<file path="src/inc/mscsr_regs.svh">
// register addresses, field positions and reset values of the machine status csr bank
`ifndef MSCSR_REGS_SVH
`define MSCSR_REGS_SVH

`define MSCSR_ADDR_STATUS 12'h0300
`define MSCSR_ADDR_ISA 12'h0301
`define MSCSR_ADDR_IRQ_EN 12'h0304

`define MSCSR_ST_GIE 3
`define MSCSR_ST_PIE 7
`define MSCSR_ST_PP_LO 11
`define MSCSR_ST_PP_HI 12
`define MSCSR_ST_MODIFY_PRIVILEGE_BIT 17
`define MSCSR_ST_TW 21
`define MSCSR_STATUS_RESET 32'h0000_1800

`define MSCSR_ISA_MXL_LO 30
`define MSCSR_ISA_MXL_BASE_ISA_SELECT 2'h1
`define MSCSR_ISA_C 2
`define MSCSR_ISA_E 4
`define MSCSR_ISA_I 8
`define MSCSR_ISA_M 12
`define MSCSR_ISA_U 20
`define MSCSR_ISA_X 23

`define MSCSR_IE_SW 3
`define MSCSR_IE_TIMER 7
`define MSCSR_IE_EXT 11
`define MSCSR_IE_WMASK 32'hFFFF_0888
`define MSCSR_IE_RESET 32'h0000_0000

`endif

</file>
<file path="src/inc/mscsr_pkg.sv">
// types of the machine status csr bank
package mscsr_pkg;
    typedef enum logic [1:0] {
        MSCSR_PRIV_USER = 2'h0,
        MSCSR_PRIV_MACHINE = 2'h3
    } mscsr_priv_t;

    typedef enum logic [1:0] {
        MSCSR_OP_WRITE = 2'h1,
        MSCSR_OP_SET = 2'h2,
        MSCSR_OP_CLEAR = 2'h3
    } mscsr_op_t;
endpackage

</file>
<file path="src/core/mscsr_bank.sv">
// machine status, isa description and interrupt enable csr bank
`timescale 1ns/1ps
`include "mscsr_regs.svh"

// Operation
// RQ1: with wait-timeout set, user-mode wfi traps as illegal at once.
// RQ2: with modify-privilege set, loads and stores use the previous privilege.
// RQ3: previous-privilege keeps only user or machine; mret switches to it.
// RQ4: exception copies global enable to previous; mret copies it back.
// RQ5: software sets global enable inside a handler to allow nested interrupts.
// RQ6: unimplemented status bits always read zero.
// RQ7: isa width field always reads one, meaning 32 bits.
// RQ8: isa bits for compressed, user mode and non-standard read one.
// RQ9: isa full-integer or embedded base bit set by parameter, exactly one.
// RQ10: isa multiply bit set only with full multiply option.
// RQ11: other isa bits read zero and writes never change isa.
// RQ12: without level controller, enable bits 31:16 writable, gate lines 31:16.
// RQ13: without level controller, bit 11 enables external interrupt.
// RQ14: without level controller, bit 7 enables timer interrupt.
// RQ15: without level controller, bit 3 enables software interrupt.
// RQ16: without level controller, other low enable bits read zero.
// RQ17: with level controller, whole enable register reads zero.
// RQ18: illegal value to a legal-only field keeps the previous value.
// RQ19: read-only fields ignore csr writes.
// RQ20: reset gives machine previous-privilege and all status flags clear.
module mscsr_bank #(
    parameter bit BASE_ISA_SELECT_FULL = 1'b1,
    parameter bit MULTIPLY_OPTION = 1'b1,
    parameter bit LEVEL_IRQ_CTRL_OPTION = 1'b0
) (
    input wire logic sys_clk,
    input wire logic rst,
    input wire logic csr_access,
    input wire mscsr_pkg::mscsr_op_t csr_op,
    input wire logic [11:0] csr_addr,
    input wire logic [31:0] csr_wdata,
    input wire logic trap_take,
    input wire logic mret_exec,
    input wire logic wfi_exec,
    input wire logic [31:0] irq_lines,
    output logic [31:0] csr_rdata,
    output logic csr_hit,
    output logic wfi_illegal,
    output mscsr_pkg::mscsr_priv_t priv_mode,
    output mscsr_pkg::mscsr_priv_t data_priv,
    output logic global_irq_enable,
    output logic [31:0] irq_enabled_pending
);
    // --------------------------------------------------------------------
    // stored fields
    // --------------------------------------------------------------------
    logic wait_timeout_bit;
    logic modify_privilege_bit;
    mscsr_pkg::mscsr_priv_t previous_privilege_field;
    logic previous_irq_enable;
    logic [31:0] interrupt_enable_mask;
    logic [31:0] isa_description;
    logic [31:0] machine_status;
    logic [31:0] cur_value;
    logic [31:0] next_value;
    logic wr_status;
    logic wr_irq_en;
    logic next_hit;
    logic [31:0] next_rdata;

    mscsr_isa_rom #(
        .BASE_ISA_SELECT_FULL(BASE_ISA_SELECT_FULL),
        .MULTIPLY_OPTION(MULTIPLY_OPTION)
    ) u_isa_rom (
        .isa_word(isa_description)
    );

    // --------------------------------------------------------------------
    // read view
    // --------------------------------------------------------------------
    always_comb begin
        machine_status = 32'h0000_0000; // [RQ6]
        machine_status[`MSCSR_ST_TW] = wait_timeout_bit;
        machine_status[`MSCSR_ST_MODIFY_PRIVILEGE_BIT] = modify_privilege_bit;
        machine_status[`MSCSR_ST_PP_HI:`MSCSR_ST_PP_LO] = previous_privilege_field;
        machine_status[`MSCSR_ST_PIE] = previous_irq_enable;
        machine_status[`MSCSR_ST_GIE] = global_irq_enable;
    end

    always_comb begin
        next_hit = 1'b1;
        next_rdata = 32'h0000_0000;
        case (csr_addr)
            `MSCSR_ADDR_STATUS: next_rdata = machine_status;
            `MSCSR_ADDR_ISA: next_rdata = isa_description;
            `MSCSR_ADDR_IRQ_EN: next_rdata = interrupt_enable_mask; // [RQ17]
            default: next_hit = 1'b0;
        endcase
    end

    // --------------------------------------------------------------------
    // write value for read-modify-write operations
    // --------------------------------------------------------------------
    always_comb begin
        cur_value = next_rdata;
        case (csr_op)
            mscsr_pkg::MSCSR_OP_WRITE: next_value = csr_wdata;
            mscsr_pkg::MSCSR_OP_SET: next_value = cur_value | csr_wdata;
            mscsr_pkg::MSCSR_OP_CLEAR: next_value = cur_value & ~csr_wdata;
            default: next_value = cur_value;
        endcase
    end

    // a zero op code is a pure read and writes nothing
    assign wr_status = csr_access && (csr_addr == `MSCSR_ADDR_STATUS)
        && (csr_op != 2'h0);
    assign wr_irq_en = csr_access && (csr_addr == `MSCSR_ADDR_IRQ_EN)
        && (csr_op != 2'h0);

    // --------------------------------------------------------------------
    // status register
    // --------------------------------------------------------------------
    // trap and mret win over a software write landing in the same cycle
    always_ff @(posedge sys_clk or posedge rst) begin
        if (rst) begin
            global_irq_enable <= 1'b0; // [RQ20]
            previous_irq_enable <= 1'b0; // [RQ20]
        end else if (trap_take) begin
            previous_irq_enable <= global_irq_enable; // [RQ4]
            global_irq_enable <= 1'b0;
        end else if (mret_exec) begin
            global_irq_enable <= previous_irq_enable; // [RQ4]
            previous_irq_enable <= 1'b1;
        end else if (wr_status) begin
            global_irq_enable <= next_value[`MSCSR_ST_GIE]; // [RQ5]
            previous_irq_enable <= next_value[`MSCSR_ST_PIE];
        end
    end

    always_ff @(posedge sys_clk or posedge rst) begin
        if (rst) begin
            wait_timeout_bit <= 1'b0; // [RQ20]
            modify_privilege_bit <= 1'b0; // [RQ20]
        end else if (wr_status) begin
            wait_timeout_bit <= next_value[`MSCSR_ST_TW];
            modify_privilege_bit <= next_value[`MSCSR_ST_MODIFY_PRIVILEGE_BIT];
        end
    end

    // legal-only field: user or machine; any other code leaves it unchanged
    always_ff @(posedge sys_clk or posedge rst) begin
        if (rst) begin
            previous_privilege_field <= mscsr_pkg::MSCSR_PRIV_MACHINE; // [RQ20]
        end else if (trap_take) begin
            previous_privilege_field <= priv_mode;
        end else if (mret_exec) begin
            previous_privilege_field <= mscsr_pkg::MSCSR_PRIV_USER;
        end else if (wr_status) begin
            case (next_value[`MSCSR_ST_PP_HI:`MSCSR_ST_PP_LO])
                2'h0: previous_privilege_field <= mscsr_pkg::MSCSR_PRIV_USER; // [RQ3]
                2'h3: previous_privilege_field <= mscsr_pkg::MSCSR_PRIV_MACHINE; // [RQ3]
                default: previous_privilege_field <= previous_privilege_field; // [RQ18]
            endcase
        end
    end

    // --------------------------------------------------------------------
    // privilege tracking
    // --------------------------------------------------------------------
    always_ff @(posedge sys_clk or posedge rst) begin
        if (rst) begin
            priv_mode <= mscsr_pkg::MSCSR_PRIV_MACHINE;
        end else if (trap_take) begin
            priv_mode <= mscsr_pkg::MSCSR_PRIV_MACHINE;
        end else if (mret_exec) begin
            priv_mode <= previous_privilege_field; // [RQ3]
        end
    end

    // registered copy of the privilege used for data accesses; it trails the
    // stored fields by one cycle, which avoids predicting trap, mret and write
    // outcomes that may land in the same cycle
    always_ff @(posedge sys_clk or posedge rst) begin
        if (rst) begin
            data_priv <= mscsr_pkg::MSCSR_PRIV_MACHINE;
        end else begin
            data_priv <= modify_privilege_bit ? previous_privilege_field : priv_mode; // [RQ2]
        end
    end

    // --------------------------------------------------------------------
    // wait-for-interrupt check
    // --------------------------------------------------------------------
    // the permitted wait is zero, so the trap is flagged on the next edge
    always_ff @(posedge sys_clk or posedge rst) begin
        if (rst) begin
            wfi_illegal <= 1'b0;
        end else begin
            wfi_illegal <= wfi_exec && wait_timeout_bit
                && (priv_mode == mscsr_pkg::MSCSR_PRIV_USER); // [RQ1]
        end
    end

    // --------------------------------------------------------------------
    // interrupt enable register
    // --------------------------------------------------------------------
    always_ff @(posedge sys_clk or posedge rst) begin
        if (rst) begin
            interrupt_enable_mask <= `MSCSR_IE_RESET;
        end else if (LEVEL_IRQ_CTRL_OPTION) begin
            interrupt_enable_mask <= 32'h0000_0000; // [RQ17]
        end else if (wr_irq_en) begin
            // masked bits stay zero [RQ16]
            interrupt_enable_mask <= next_value & `MSCSR_IE_WMASK; // [RQ12] [RQ13] [RQ14] [RQ15]
        end
    end

    // per-line gating of the raw interrupt inputs
    always_ff @(posedge sys_clk or posedge rst) begin
        if (rst) begin
            irq_enabled_pending <= 32'h0000_0000;
        end else begin
            irq_enabled_pending <= irq_lines & interrupt_enable_mask; // [RQ12] [RQ13] [RQ14] [RQ15]
        end
    end

    // --------------------------------------------------------------------
    // read port
    // --------------------------------------------------------------------
    // isa and fixed zero fields have no write path at all [RQ19]
    always_ff @(posedge sys_clk or posedge rst) begin
        if (rst) begin
            csr_rdata <= 32'h0000_0000;
            csr_hit <= 1'b0;
        end else begin
            csr_rdata <= csr_access ? next_rdata : 32'h0000_0000;
            csr_hit <= csr_access && next_hit;
        end
    end
endmodule // mscsr_bank

</file>
<file path="src/core/mscsr_isa_rom.sv">
// fixed isa description word built from the configuration parameters
`timescale 1ns/1ps
`include "mscsr_regs.svh"

module mscsr_isa_rom #(
    parameter bit BASE_ISA_SELECT_FULL = 1'b1,
    parameter bit MULTIPLY_OPTION = 1'b1
) (
    output logic [31:0] isa_word
);
    // no storage at all, so a write can never reach it [RQ11]
    always_comb begin
        isa_word = 32'h0000_0000;
        isa_word[`MSCSR_ISA_MXL_LO +: 2] = `MSCSR_ISA_MXL_BASE_ISA_SELECT; // [RQ7]
        isa_word[`MSCSR_ISA_C] = 1'b1; // [RQ8]
        isa_word[`MSCSR_ISA_U] = 1'b1; // [RQ8]
        isa_word[`MSCSR_ISA_X] = 1'b1; // [RQ8]
        isa_word[`MSCSR_ISA_I] = BASE_ISA_SELECT_FULL; // [RQ9]
        isa_word[`MSCSR_ISA_E] = ~BASE_ISA_SELECT_FULL; // [RQ9]
        isa_word[`MSCSR_ISA_M] = MULTIPLY_OPTION; // [RQ10]
    end
endmodule // mscsr_isa_rom

</file>
<file path="config.mk">
export PLATFORM = sky130hd
export DESIGN_NAME = mscsr_bank
export DESIGN_NICKNAME = d
export VERILOG_FILES = /design/src/inc/mscsr_pkg.sv /design/src/core/mscsr_bank.sv /design/src/core/mscsr_isa_rom.sv
export VERILOG_INCLUDE_DIRS = /design/src /design/src/inc
export SDC_FILE = /design/constraint.sdc
export NUM_CORES = 1
export LEC_CHECK = 0
export BUFFER_PORTS_ARGS = -buffer_cell sky130_fd_sc_hd__buf_2
export CORE_ASPECT_RATIO = 0.75
export CORE_MARGIN = 4
export CORE_UTILIZATION = 35
export CTS_BUF_LIST = sky130_fd_sc_hd__clkbuf_8 sky130_fd_sc_hd__clkbuf_16
export DETAILED_ROUTE_END_ITERATION = 10
export HOLD_SLACK_MARGIN = 0.06
export SYNTH_ARGS = -nofsm -noshare
export SYNTH_HDL_FRONTEND = slang
export SYNTH_SLANG_ARGS = --single-unit
</file>
<file path="constraint.sdc">
create_clock -name sys_clk -period 2.7 [get_ports sys_clk]
set_input_delay 0.27 -clock sys_clk [delete_from_list [all_inputs] [get_ports sys_clk]]
set_output_delay 0.27 -clock sys_clk [all_outputs]
set_load 0.05 [all_outputs]
</file>
==> results of run 1 <==
## through the flow
stage	total power [mW]	utilization	setup WS, ns
2_1_floorplan	1.51	-	0.643
5_1_grt	2.78	0.455	0.418
4_1_cts	2.69	0.455	0.616
3_3_place_gp	1.60	0.425	0.400
3_5_place_dp	1.61	0.425	0.278
6_report	2.66	0.455	0.626
## Yosys cell counts, types with 3 or more instances
library cell / number / area, µm²
o41ai_1: 6 / 52.6
nor2b_1: 5 / 31.3
a22oi_1: 10 / 75.1
or3_1: 3 / 18.8
inv_1: 4 / 15.0
nand2_1: 22 / 82.6
o21ai_1: 15 / 75.1
and2_1: 31 / 194
a21oi_1: 10 / 50.1
a31oi_1: 5 / 31.3
buf_4: 25 / 188
dfstp_2: 6 / 158
mux2i_1: 14 / 140
clkbuf_1: 8 / 30.0
nor3_1: 11 / 55.1
dfrtp_1: 65 / 1630
o21ai_0: 4 / 20.0
nor2_1: 15 / 56.3
## power by group through the flow
stage	clock, mW	sequential (mW)	combinational, mW
floorplan	0	1.28	0.235
global placement	0	1.18	0.417
detailed placement	0	1.18	0.425
CTS	1.10	1.17	0.426
global route	1.15	1.17	0.455
finish	1.07	1.16	0.422
## worst paths after layout
| check | startpoint | to | cells after the start |
|---|---|---|---|
| worst max-delay path | csr_addr[5] | previous_privilege_field[0]$_DFFE_PP1P_ | 9 |
| worst max register to register | previous_privilege_field[0]$_DFFE_PP1P_ | previous_privilege_field[0]$_DFFE_PP1P_ | 7 |
| min in group sys_clk | irq_lines[11] | irq_enabled_pending[11]$_DFF_PP0_ | 2 |
| worst min-delay path | rst | irq_enabled_pending[27]$_DFF_PP0_ | 2 |
| max in group asynchronous | rst | data_priv[1]$_DFF_PP1_ | 3 |
| worst min register to register | interrupt_enable_mask[11]$_DFFE_PP0P_ | interrupt_enable_mask[11]$_DFFE_PP0P_ | 1 |
## sequential cells by signal (all words and copies together) (netlist names), 2 cells and up
signal and cells:
interrupt_enable_mask 19, previous_privilege_field 2, irq_enabled_pending 19, priv_mode 2, csr_rdata 21, data_priv 2
## worst reg2reg max path, stage by stage (launching register included)
cell,delay (ns)
dfstp_2,0.57
mux2_1,0.13
nand2_1,0.08
or3_4,0.37
a21oi_1,0.16
ha_1,0.28
o31ai_2,0.26
a2bb2oi_1,0.11
## area by class of cell
type	instances	area, µm²
fill	895	5040
sequential	71	1780
multi-input combinational	219	1410
timing repair buffer	108	558
clock buffer	10	239
tap	128	160
clock inverter	5	33.8
inverter	4	15.0
## kinds of logic (layout without fill, tap and decap cells)
group	after synthesis	after routing
other	1	23
buffers and inverters	42	127
adders and majority gates	1	1
muxes	17	17
and+or+nand+nor	109	109
DFF	71	71
AOI/OAI and AO/OA	69	69
## placed cells by master (no fill, tap or decap), types with 6 or more instances in the layout
master	netlist	layout
a21oi_1	10	10
a22oi_1	10	10
and2_1	31	31
buf_2	2	106
clkbuf_16	0	9
conb_1	1	23
dfrtp_1	65	65
dfstp_2	6	6
mux2i_1	14	14
nand2_1	22	22
nor2_1	15	15
nor3_1	11	11
o21ai_1	15	15
o41ai_1	6	6
## metal layers
layer / track usage / vias up / part of all wire
li1: - / 1258 / -
met2: 0.245 / 101 / 0.47
met5: 0 / - / 0
met1: 0.202 / 1259 / 0.44
met3: 0.0417 / 12 / 0.073
met4: 0.0476 / 0 / 0.014
==> results.toml, run 1 <==
[power]
power_density_nw_per_um2 = 633
seq_power_share = 0.438
power.switching_uw = 771
swShare = 0.290
p_clk_frac = 0.403
p_leak_nw = 2.06
pwr-share-comb = 0.159
internal-power_mw = 1.89
vdd_drop_max_mv = 0.274

[critical_path]
path_max_fanout = 12
critPathKind = "primary input to flip-flop"
cp_data_required_time_ns = 2.94
critPathBufInv = 1
cpLargestDelayFamily = "simple AND/OR/NAND/NOR gates"
cp-start-kind = "primary input"
ff2ff_setup_slack_ns = 0.65
path_cells = "buf_2 -> nor4_4 -> nand2_2 -> nor2_1 -> a221oi_1 -> a311oi_1 -> ha_1 -> o31ai_2 -> a2bb2oi_1"
cp-end-kind = "flip-flop"
arrival_ns = 2.31
cpPeakStageDelay_ns = 0.40
critPathSlowestCell = "nor4_4"

[synth]
synthArstFlopShare = 1.00
synth_xor_area_frac = 0
avgSynthCellArea_um2 = 10.9
synth_mux_area_frac = 0.0516
syn_inst = 310
synth_top_family_by_area = "simple AND/OR/NAND/NOR gates"
ys.flop_type = "dfrtp_1"
synth_edf_count = 0
syn-cell-area_um2 = 3370
netlist-cell-type-count = 54
synth-seq-area-share = 0.529
synth-simple-area-share = 0.196
synth_warnings = 0
synth_compound_area_frac = 0.141
ys_ff_latch = 71
synthAdderAreaFrac = 0.00371

[cells_and_area]
final_cells = 545
nNetsFinal = 498
final_layout_size_suffix_gt1_frac = 0.345
area_growth_syn_to_layout_pct = 24.5
num_antenna_cells = 0
fin_area_um2 = 4200

[clocking]
cts_resized = 0
hold_buffers = 0
clk_latency_ns = 0.32
root_buffer = "clkbuf_16"
h-tree-depth = 3
clkTransAtPathRegs_ns = 0.05
cts_setup_buffers = 0
cts_tree = "done"
clock-sinks = 71
cts-buffers-inserted = 9
clock_path_buffers = 2

[timing]
setup-tns-final_ns = 0
report.final.slew_viol_count = 0
tightest_slew_ns = 0.703
slew-limit-headroom = 0.531
clock.fmax_mhz = 482
clock_skew_ns = 0.00424
hold_ws_ns = 0.0563
final-setup-viol-count = 0
fin_crit_ns = 2.07
hold_viol = 0
fin_crit_sh = 0.768
rsz0062_at_grt = "no"

[route]
drc = 0
routedWlPerCell_um = 15.5
viasPerCell = 4.83
first_iter_violations = 160
vias = 2630
dr.pass1.iters = 4
detail-route-antenna-nets = 0
routed_wl_um = 8430

[placed_design]
numPortBuffers = 106
gp_congestion = 0.763
placed_area_um2 = 3930
dp.cells = 530
place.detailed.hpwl_um = 6320

[floorplan]
start_util = 0.365
rows = 30
core_area_um2 = 9230
ios = 155
die_area_um2 = 11300
die_width_um = 121
fp.dieH_um = 93.0

[global_route]
grt_max_degree = 40
antenna_found_initial = 0
grt_pass1_wl_um = 13500
grt-ovfl-total = 0
grtUsageTotal = 0.153
grt_pass1_vias = 2600

[status]
status = "complete, no violations"

[flow_run]
drv_cap = 0

[hold_path]
hp-class = "primary input to asynchronous set/reset pin"
Power figures use the tool's default switching activity.
==> inputs of run 2 (changes only) <==
- ABC_AREA: default -> 1
- PLACE_DENSITY: default -> 0.65
- clock period: 2.7 -> 1.85 ns (I/O delays scaled with it)
==> results.toml, run 2 <==
[route]
vias = 2958
met1_length_um = 3970
met3WireLength_um = 594
dr.pass1.iters = 4
drc = 0
top_layer_used = "met4"
routedWlPerCell_um = 13.1
routed_wl_um = 8730
first_iter_violations = 214
route.met2.wl_um = 4050
detail-route-antenna-nets = 0
viasPerCell = 4.43

[critical_path]
critPathKind = "flip-flop to flip-flop"
arrival_ns = 1.93
path_max_fanout = 4
cp-end-kind = "flip-flop"
cp-start-kind = "flip-flop"
ff2ff_setup_slack_ns = 0.19
cp_data_required_time_ns = 2.12
r2r-end = "previous_privilege_field[1]$_DFFE_PP1P_"
r2r_cells = 10
worstSetupEndpoint = "previous_privilege_field[1]$_DFFE_PP1P_"
crit_start = "previous_privilege_field[0]$_DFFE_PP1P_"
reg2reg_from = "previous_privilege_field[0]$_DFFE_PP1P_"

[clocking]
h-tree-depth = 3
clkTransAtPathRegs_ns = 0.06
hold_buffers = 19
clock_path_buffers = 2
clock-sinks = 71
cts_setup_buffers = 0
cts_tree = "done"
cts-buffers-inserted = 9
clk_latency_ns = 0.33
root_buffer = "clkbuf_16"
cts_resized = 0

[global_route]
grt_max_degree = 72
grtUsageTotal = 0.160
antenna_found_initial = 0
grt_pass1_vias = 2838
grt_pass1_wl_um = 13900
grt-ovfl-total = 0

[floorplan]
fp.dieH_um = 92.6
rows = 30
core_area_um2 = 9160
ios = 155
die_area_um2 = 11200
die_width_um = 121
start_util = 0.364

[cells_and_area]
final_layout_size_suffix_gt1_frac = 0.276
regMostFlops = "csr_rdata"
top_regs = "csr_rdata (21), interrupt_enable_mask (19), irq_enabled_pending (19)"
final_common_cell = "buf_2"
nNetsFinal = 620
area_growth_syn_to_layout_pct = 33.9
num_antenna_cells = 0
mostFrequentLayoutCells = "106 x buf_2, 104 x nand2_1, 65 x dfrtp_1"
final_cells = 668
largest_reg_flops = 21
final_core_util = 0.488

[synth]
synthMostInstantiatedCell = "nand2_1"
netlist-cell-type-count = 24
syn_inst = 401
ys_ff_latch = 71
synth-seq-area-share = 0.534
yosysTopAreaCellShare = 0.487
synth_edf_count = 0
ys.flop_type = "dfrtp_1"
avgSynthCellArea_um2 = 8.32
syn-cell-area_um2 = 3340
synth_warnings = 0
synthArstFlopShare = 1.00
synth.area.top_cells = "dfrtp_1 49%, nand2_1 12%, inv_1 7.0%"
synth_largest_area_cell = "dfrtp_1"
ys_top_cells_by_count = "104 x nand2_1, 65 x dfrtp_1, 62 x inv_1"

[timing]
fin_crit_sh = 0.899
report.final.slew_viol_count = 0
rsz0062_at_grt = "no"
hold_viol = 0
clock.fmax_mhz = 602
tightest_slew_ns = 0.554
slew-limit-headroom = 0.629
setup_ws_ns = 0.188
fin_crit_ns = 1.66
final-setup-viol-count = 0
clock_skew_ns = 0.00347

[placed_design]
dp.cells = 633
place.detailed.hpwl_um = 6250
numPortBuffers = 106
gp_congestion = 0.894
pre_cts_slack_ns = -0.0330

[flow_run]
drv_cap = 0

[hold_path]
hp-class = "primary input to flip-flop"

[power]
vdd_drop_max_mv = 0.376
power_density_nw_per_um2 = 876
p_leak_nw = 2.59

[status]
status = "complete, no violations"
-- run 2: changes by cell type in the layout (fill, tap and decap cells not counted), moves of 8 or more --
cell,previous run,this run
and2_1,31,0
o21ai_0,4,15
inv_1,3,61
nand2_1,22,104
nand3_1,0,18
a22oi_1,10,0
buf_4,1,9
dlygate4sd3_1,0,19
a21oi_1,10,21
a21boi_1,0,9
o21ai_1,15,7
nor2_1,15,26
mux2i_1,14,0
-- run 2: final cells by class --
| cell class | instances | area, µm² |
|---|---|---|
| well taps | 128 | 160 |
| inverters | 66 | 256 |
| clock inverters | 7 | 95.1 |
| multi-input cells | 252 | 1140 |
| fillers | 906 | 4690 |
| clock buffers | 9 | 225 |
| repair buffers | 135 | 808 |
| flip-flops and latches | 71 | 1780 |
-- run 2: layer usage --
| layer | vias up | track usage |
|---|---|---|
| met5 | - | 0 |
| met4 | 0 | 0.0538 |
| met3 | 9 | 0.0397 |
| met2 | 102 | 0.256 |
| met1 | 1387 | 0.211 |
| li1 | 1460 | - |
-- run 2: where the power goes --
part	leakage [nW]	internal (mW)	total [mW]	switching (mW)
Sequential	0.901	1.59	1.61	0.0177
Combinational	1.53	0.132	0.468	0.336
Clock	0.156	1.18	1.84	0.657
-- run 2: metrics by stage --
stage                     total power [mW]  hold WS [ns]  TNS [ns]  cell area, µm²
after global placement                2.07         0.315         0            3960
after global routing                  4.08        0.0894         0            4470
final                                 3.92        0.0688         0            4470
after floorplan                       1.96         0.248         0            3420
after detailed placement              2.07         0.318   -0.0510            3960
after CTS                             3.97        0.0614         0            4470
-- run 2: how the worst min path moves through the flow --
stage / end / cells past startpoint / start / slack (ns)
2_1_floorplan: priv_mode[0]$_DFFE_PP1P_ / 1 / mret_exec / 0.25
3_3_place_gp: interrupt_enable_mask[21]$_DFFE_PP0P_ / 3 / rst / 0.32
3_5_place_dp: csr_rdata[17]$_DFF_PP0_ / 3 / rst / 0.32
4_1_cts: irq_enabled_pending[22]$_DFF_PP0_ / 3 / irq_lines[22] / 0.06
5_1_grt: wfi_illegal$_DFF_PP0_ / 3 / wfi_exec / 0.09
6_report: irq_enabled_pending[22]$_DFF_PP0_ / 3 / irq_lines[22] / 0.07
-- run 2: cell families (layout without fill, tap and decap cells) --
kind of cell / count (synthesis) / count (layout) / share of synthesized area
AO/OA/AOI/OAI: 56 / 56 / 0.0926
AND/OR/NAND/NOR: 172 / 172 / 0.220
other: 1 / 23 / 0.00112
buffers and inverters: 100 / 217 / 0.148
adder cells (fa/ha/maj): 1 / 1 / 0.00375
flip-flops: 71 / 71 / 0.534
-- run 2: critical path, cell delays in order (launching register included) --
cell and delay (ns):
dfstp_2 0.57, nand3_1 0.11, o21ai_0 0.14, nand2_1 0.08, nand2_1 0.11, ha_1 0.24
inv_1 0.05, nand2_1 0.09, nand2_1 0.10, nand2_1 0.05, nand2_1 0.06
==> inputs of run 3 (changes only) <==
- CORE_MARGIN: 4 -> default
- PLACE_DENSITY: 0.65 -> default
- clock period: 1.85 -> 2.1 ns (I/O delays scaled with it)
==> results.toml, run 3 (synthesis results as in run 2) <==
[timing]
clock_skew_ns = 0.00538
slew-limit-headroom = 0.594
final-setup-viol-count = 0
tightest_slew_ns = 0.608
setup-tns-final_ns = 0
hold_viol = 0
clock.fmax_mhz = 616
rsz0062_at_grt = "no"
fin_crit_sh = 0.774
hold_ws_ns = 0.0720
fin_crit_ns = 1.62
setup_ws_ns = 0.475
report.final.slew_viol_count = 0

[cells_and_area]
seqCellArea_um2 = 1780
largest_reg_flops = 21
top_regs = "csr_rdata (21), interrupt_enable_mask (19), irq_enabled_pending (19)"
multi_input_area_um2 = 1140
final_cells = 653
final_common_cell = "buf_2"
area_growth_syn_to_layout_pct = 29.3
mostFrequentLayoutCells = "106 x buf_2, 104 x nand2_1, 65 x dfrtp_1"
regMostFlops = "csr_rdata"
fillCellCount = 933
num_antenna_cells = 0
final_layout_size_suffix_gt1_frac = 0.282
nNetsFinal = 605

[route]
drc = 0
dr.pass1.iters = 4
viasPerCell = 4.38
first_iter_violations = 112
detail-route-antenna-nets = 0
routedWlPerCell_um = 12.9
vias = 2861
routed_wl_um = 8390

[clocking]
root_buffer = "clkbuf_16"
cts_setup_buffers = 0
cts_tree = "done"
clk_latency_ns = 0.32
clkTransAtPathRegs_ns = 0.06
h-tree-depth = 3
clock-sinks = 71
clock_path_buffers = 2
cts-buffers-inserted = 9

[placed_design]
pre_cts_slack_ns = 0.263
place.detailed.hpwl_um = 6130
dp.cells = 632
numPortBuffers = 106
gp_congestion = 0.806

[floorplan]
core_area_um2 = 9160
die_area_um2 = 9940
ios = 155
die_width_um = 115
start_util = 0.364
rows = 30
fp.dieH_um = 86.6

[critical_path]
critPathSlowestCell = "dfstp_2"
cp_data_required_time_ns = 2.37
cp-start-kind = "flip-flop"
reg2reg_from = "previous_privilege_field[0]$_DFFE_PP1P_"
cpPeakStageDelay_ns = 0.57
crit_start = "previous_privilege_field[0]$_DFFE_PP1P_"
path_cells = "nand3_1 -> o21ai_0 -> nand2_1 -> nand2_1 -> ha_1 -> inv_1 -> nand2_1 -> nand2_1 -> nand2_1 -> nand2_1"
arrival_ns = 1.89
cpMostUsedCell = "nand2_1"
cp-end-kind = "flip-flop"
critPathKind = "flip-flop to flip-flop"
path_max_fanout = 4

[global_route]
antenna_found_initial = 2
grtUsageTotal = 0.183
grt_max_degree = 35
top_usage_layer = "met2"
grt_pass1_vias = 2688
grt-ovfl-total = 0
grt_use_met2 = 0.298
met3_usage = 0.0573
use_met1 = 0.237
grt_pass1_wl_um = 13400

[status]
status = "complete, no violations"

[hold_path]
worstHoldStart = "irq_lines[17]"
hp-class = "primary input to flip-flop"

[power]
power_density_nw_per_um2 = 792
p_leak_nw = 2.53
vdd_drop_max_mv = 0.400
power.total_mw = 3.42

[flow_run]
drv_cap = 0
==> run 3: cell count changes in the layout (fill, tap and decap cells not counted), sizes merged <==
cell         before  now
clkinvlp          2    0
buf             116  115
dlygate4sd3      19    5
inv              66   67
clkinv            3    4
==> run 3: power breakdown <==
part           total, mW  switching (mW)  internal (mW)
combinational      0.391           0.292         0.0994
clock               1.61           0.566           1.04
sequential          1.42          0.0174           1.40
total               3.42           0.876           2.54
==> run 3: worst max-delay path: cells and delay by family (launching register included) <==
family	cells	cell delay, ns
compound gates	1	0.12
fa+ha+maj	1	0.24
buf+inv	1	0.05
flops	1	0.57
simple gates	7	0.59
==> run 3: worst paths after layout <==
check	slack, ns	end	cells past startpoint
worst min-delay path	0.07	irq_enabled_pending[17]$_DFF_PP0_	3
worst max register to register	0.48	previous_privilege_field[0]$_DFFE_PP1P_	10
min in group asynchronous	0.51	irq_enabled_pending[16]$_DFF_PP0_	3
max in group asynchronous	0.92	previous_privilege_field[1]$_DFFE_PP1P_	4
worst min register to register	0.46	irq_enabled_pending[30]$_DFF_PP0_	2
worst max-delay path	0.48	previous_privilege_field[0]$_DFFE_PP1P_	10
==> run 3: through the flow <==
stage	cell area (µm²)	util
2_1_floorplan	3420	-
6_report	4320	0.471
4_1_cts	4320	0.471
5_1_grt	4320	0.471
3_5_place_dp	3950	0.431
3_3_place_gp	3950	0.431
==> run 3: routing by layer <==
metal | share of wire | wire (µm) | vias to the layer above
met3 | 0.056 | 468 | 6
li1 | - | - | 1431
met1 | 0.48 | 3990 | 1321
met5 | 0.0013 | 11 | -
met4 | 0.0037 | 31 | 2
met2 | 0.46 | 3890 | 101
==> run 3: repair_timing <==
item	CTS	global route
hold buffers	5	0
endpoints found under the hold margin	29	0
resized for setup	0	0
==> run 3: area by class of cell <==
class / instances / share of cell area
Timing Repair Buffer: 120 / 0.153
Inverter: 66 / 0.0586
Tap cell: 128 / 0.0371
Multi-Input combinational cell: 252 / 0.264
Sequential cell: 71 / 0.413
Clock buffer: 9 / 0.0522
Clock inverter: 7 / 0.0214
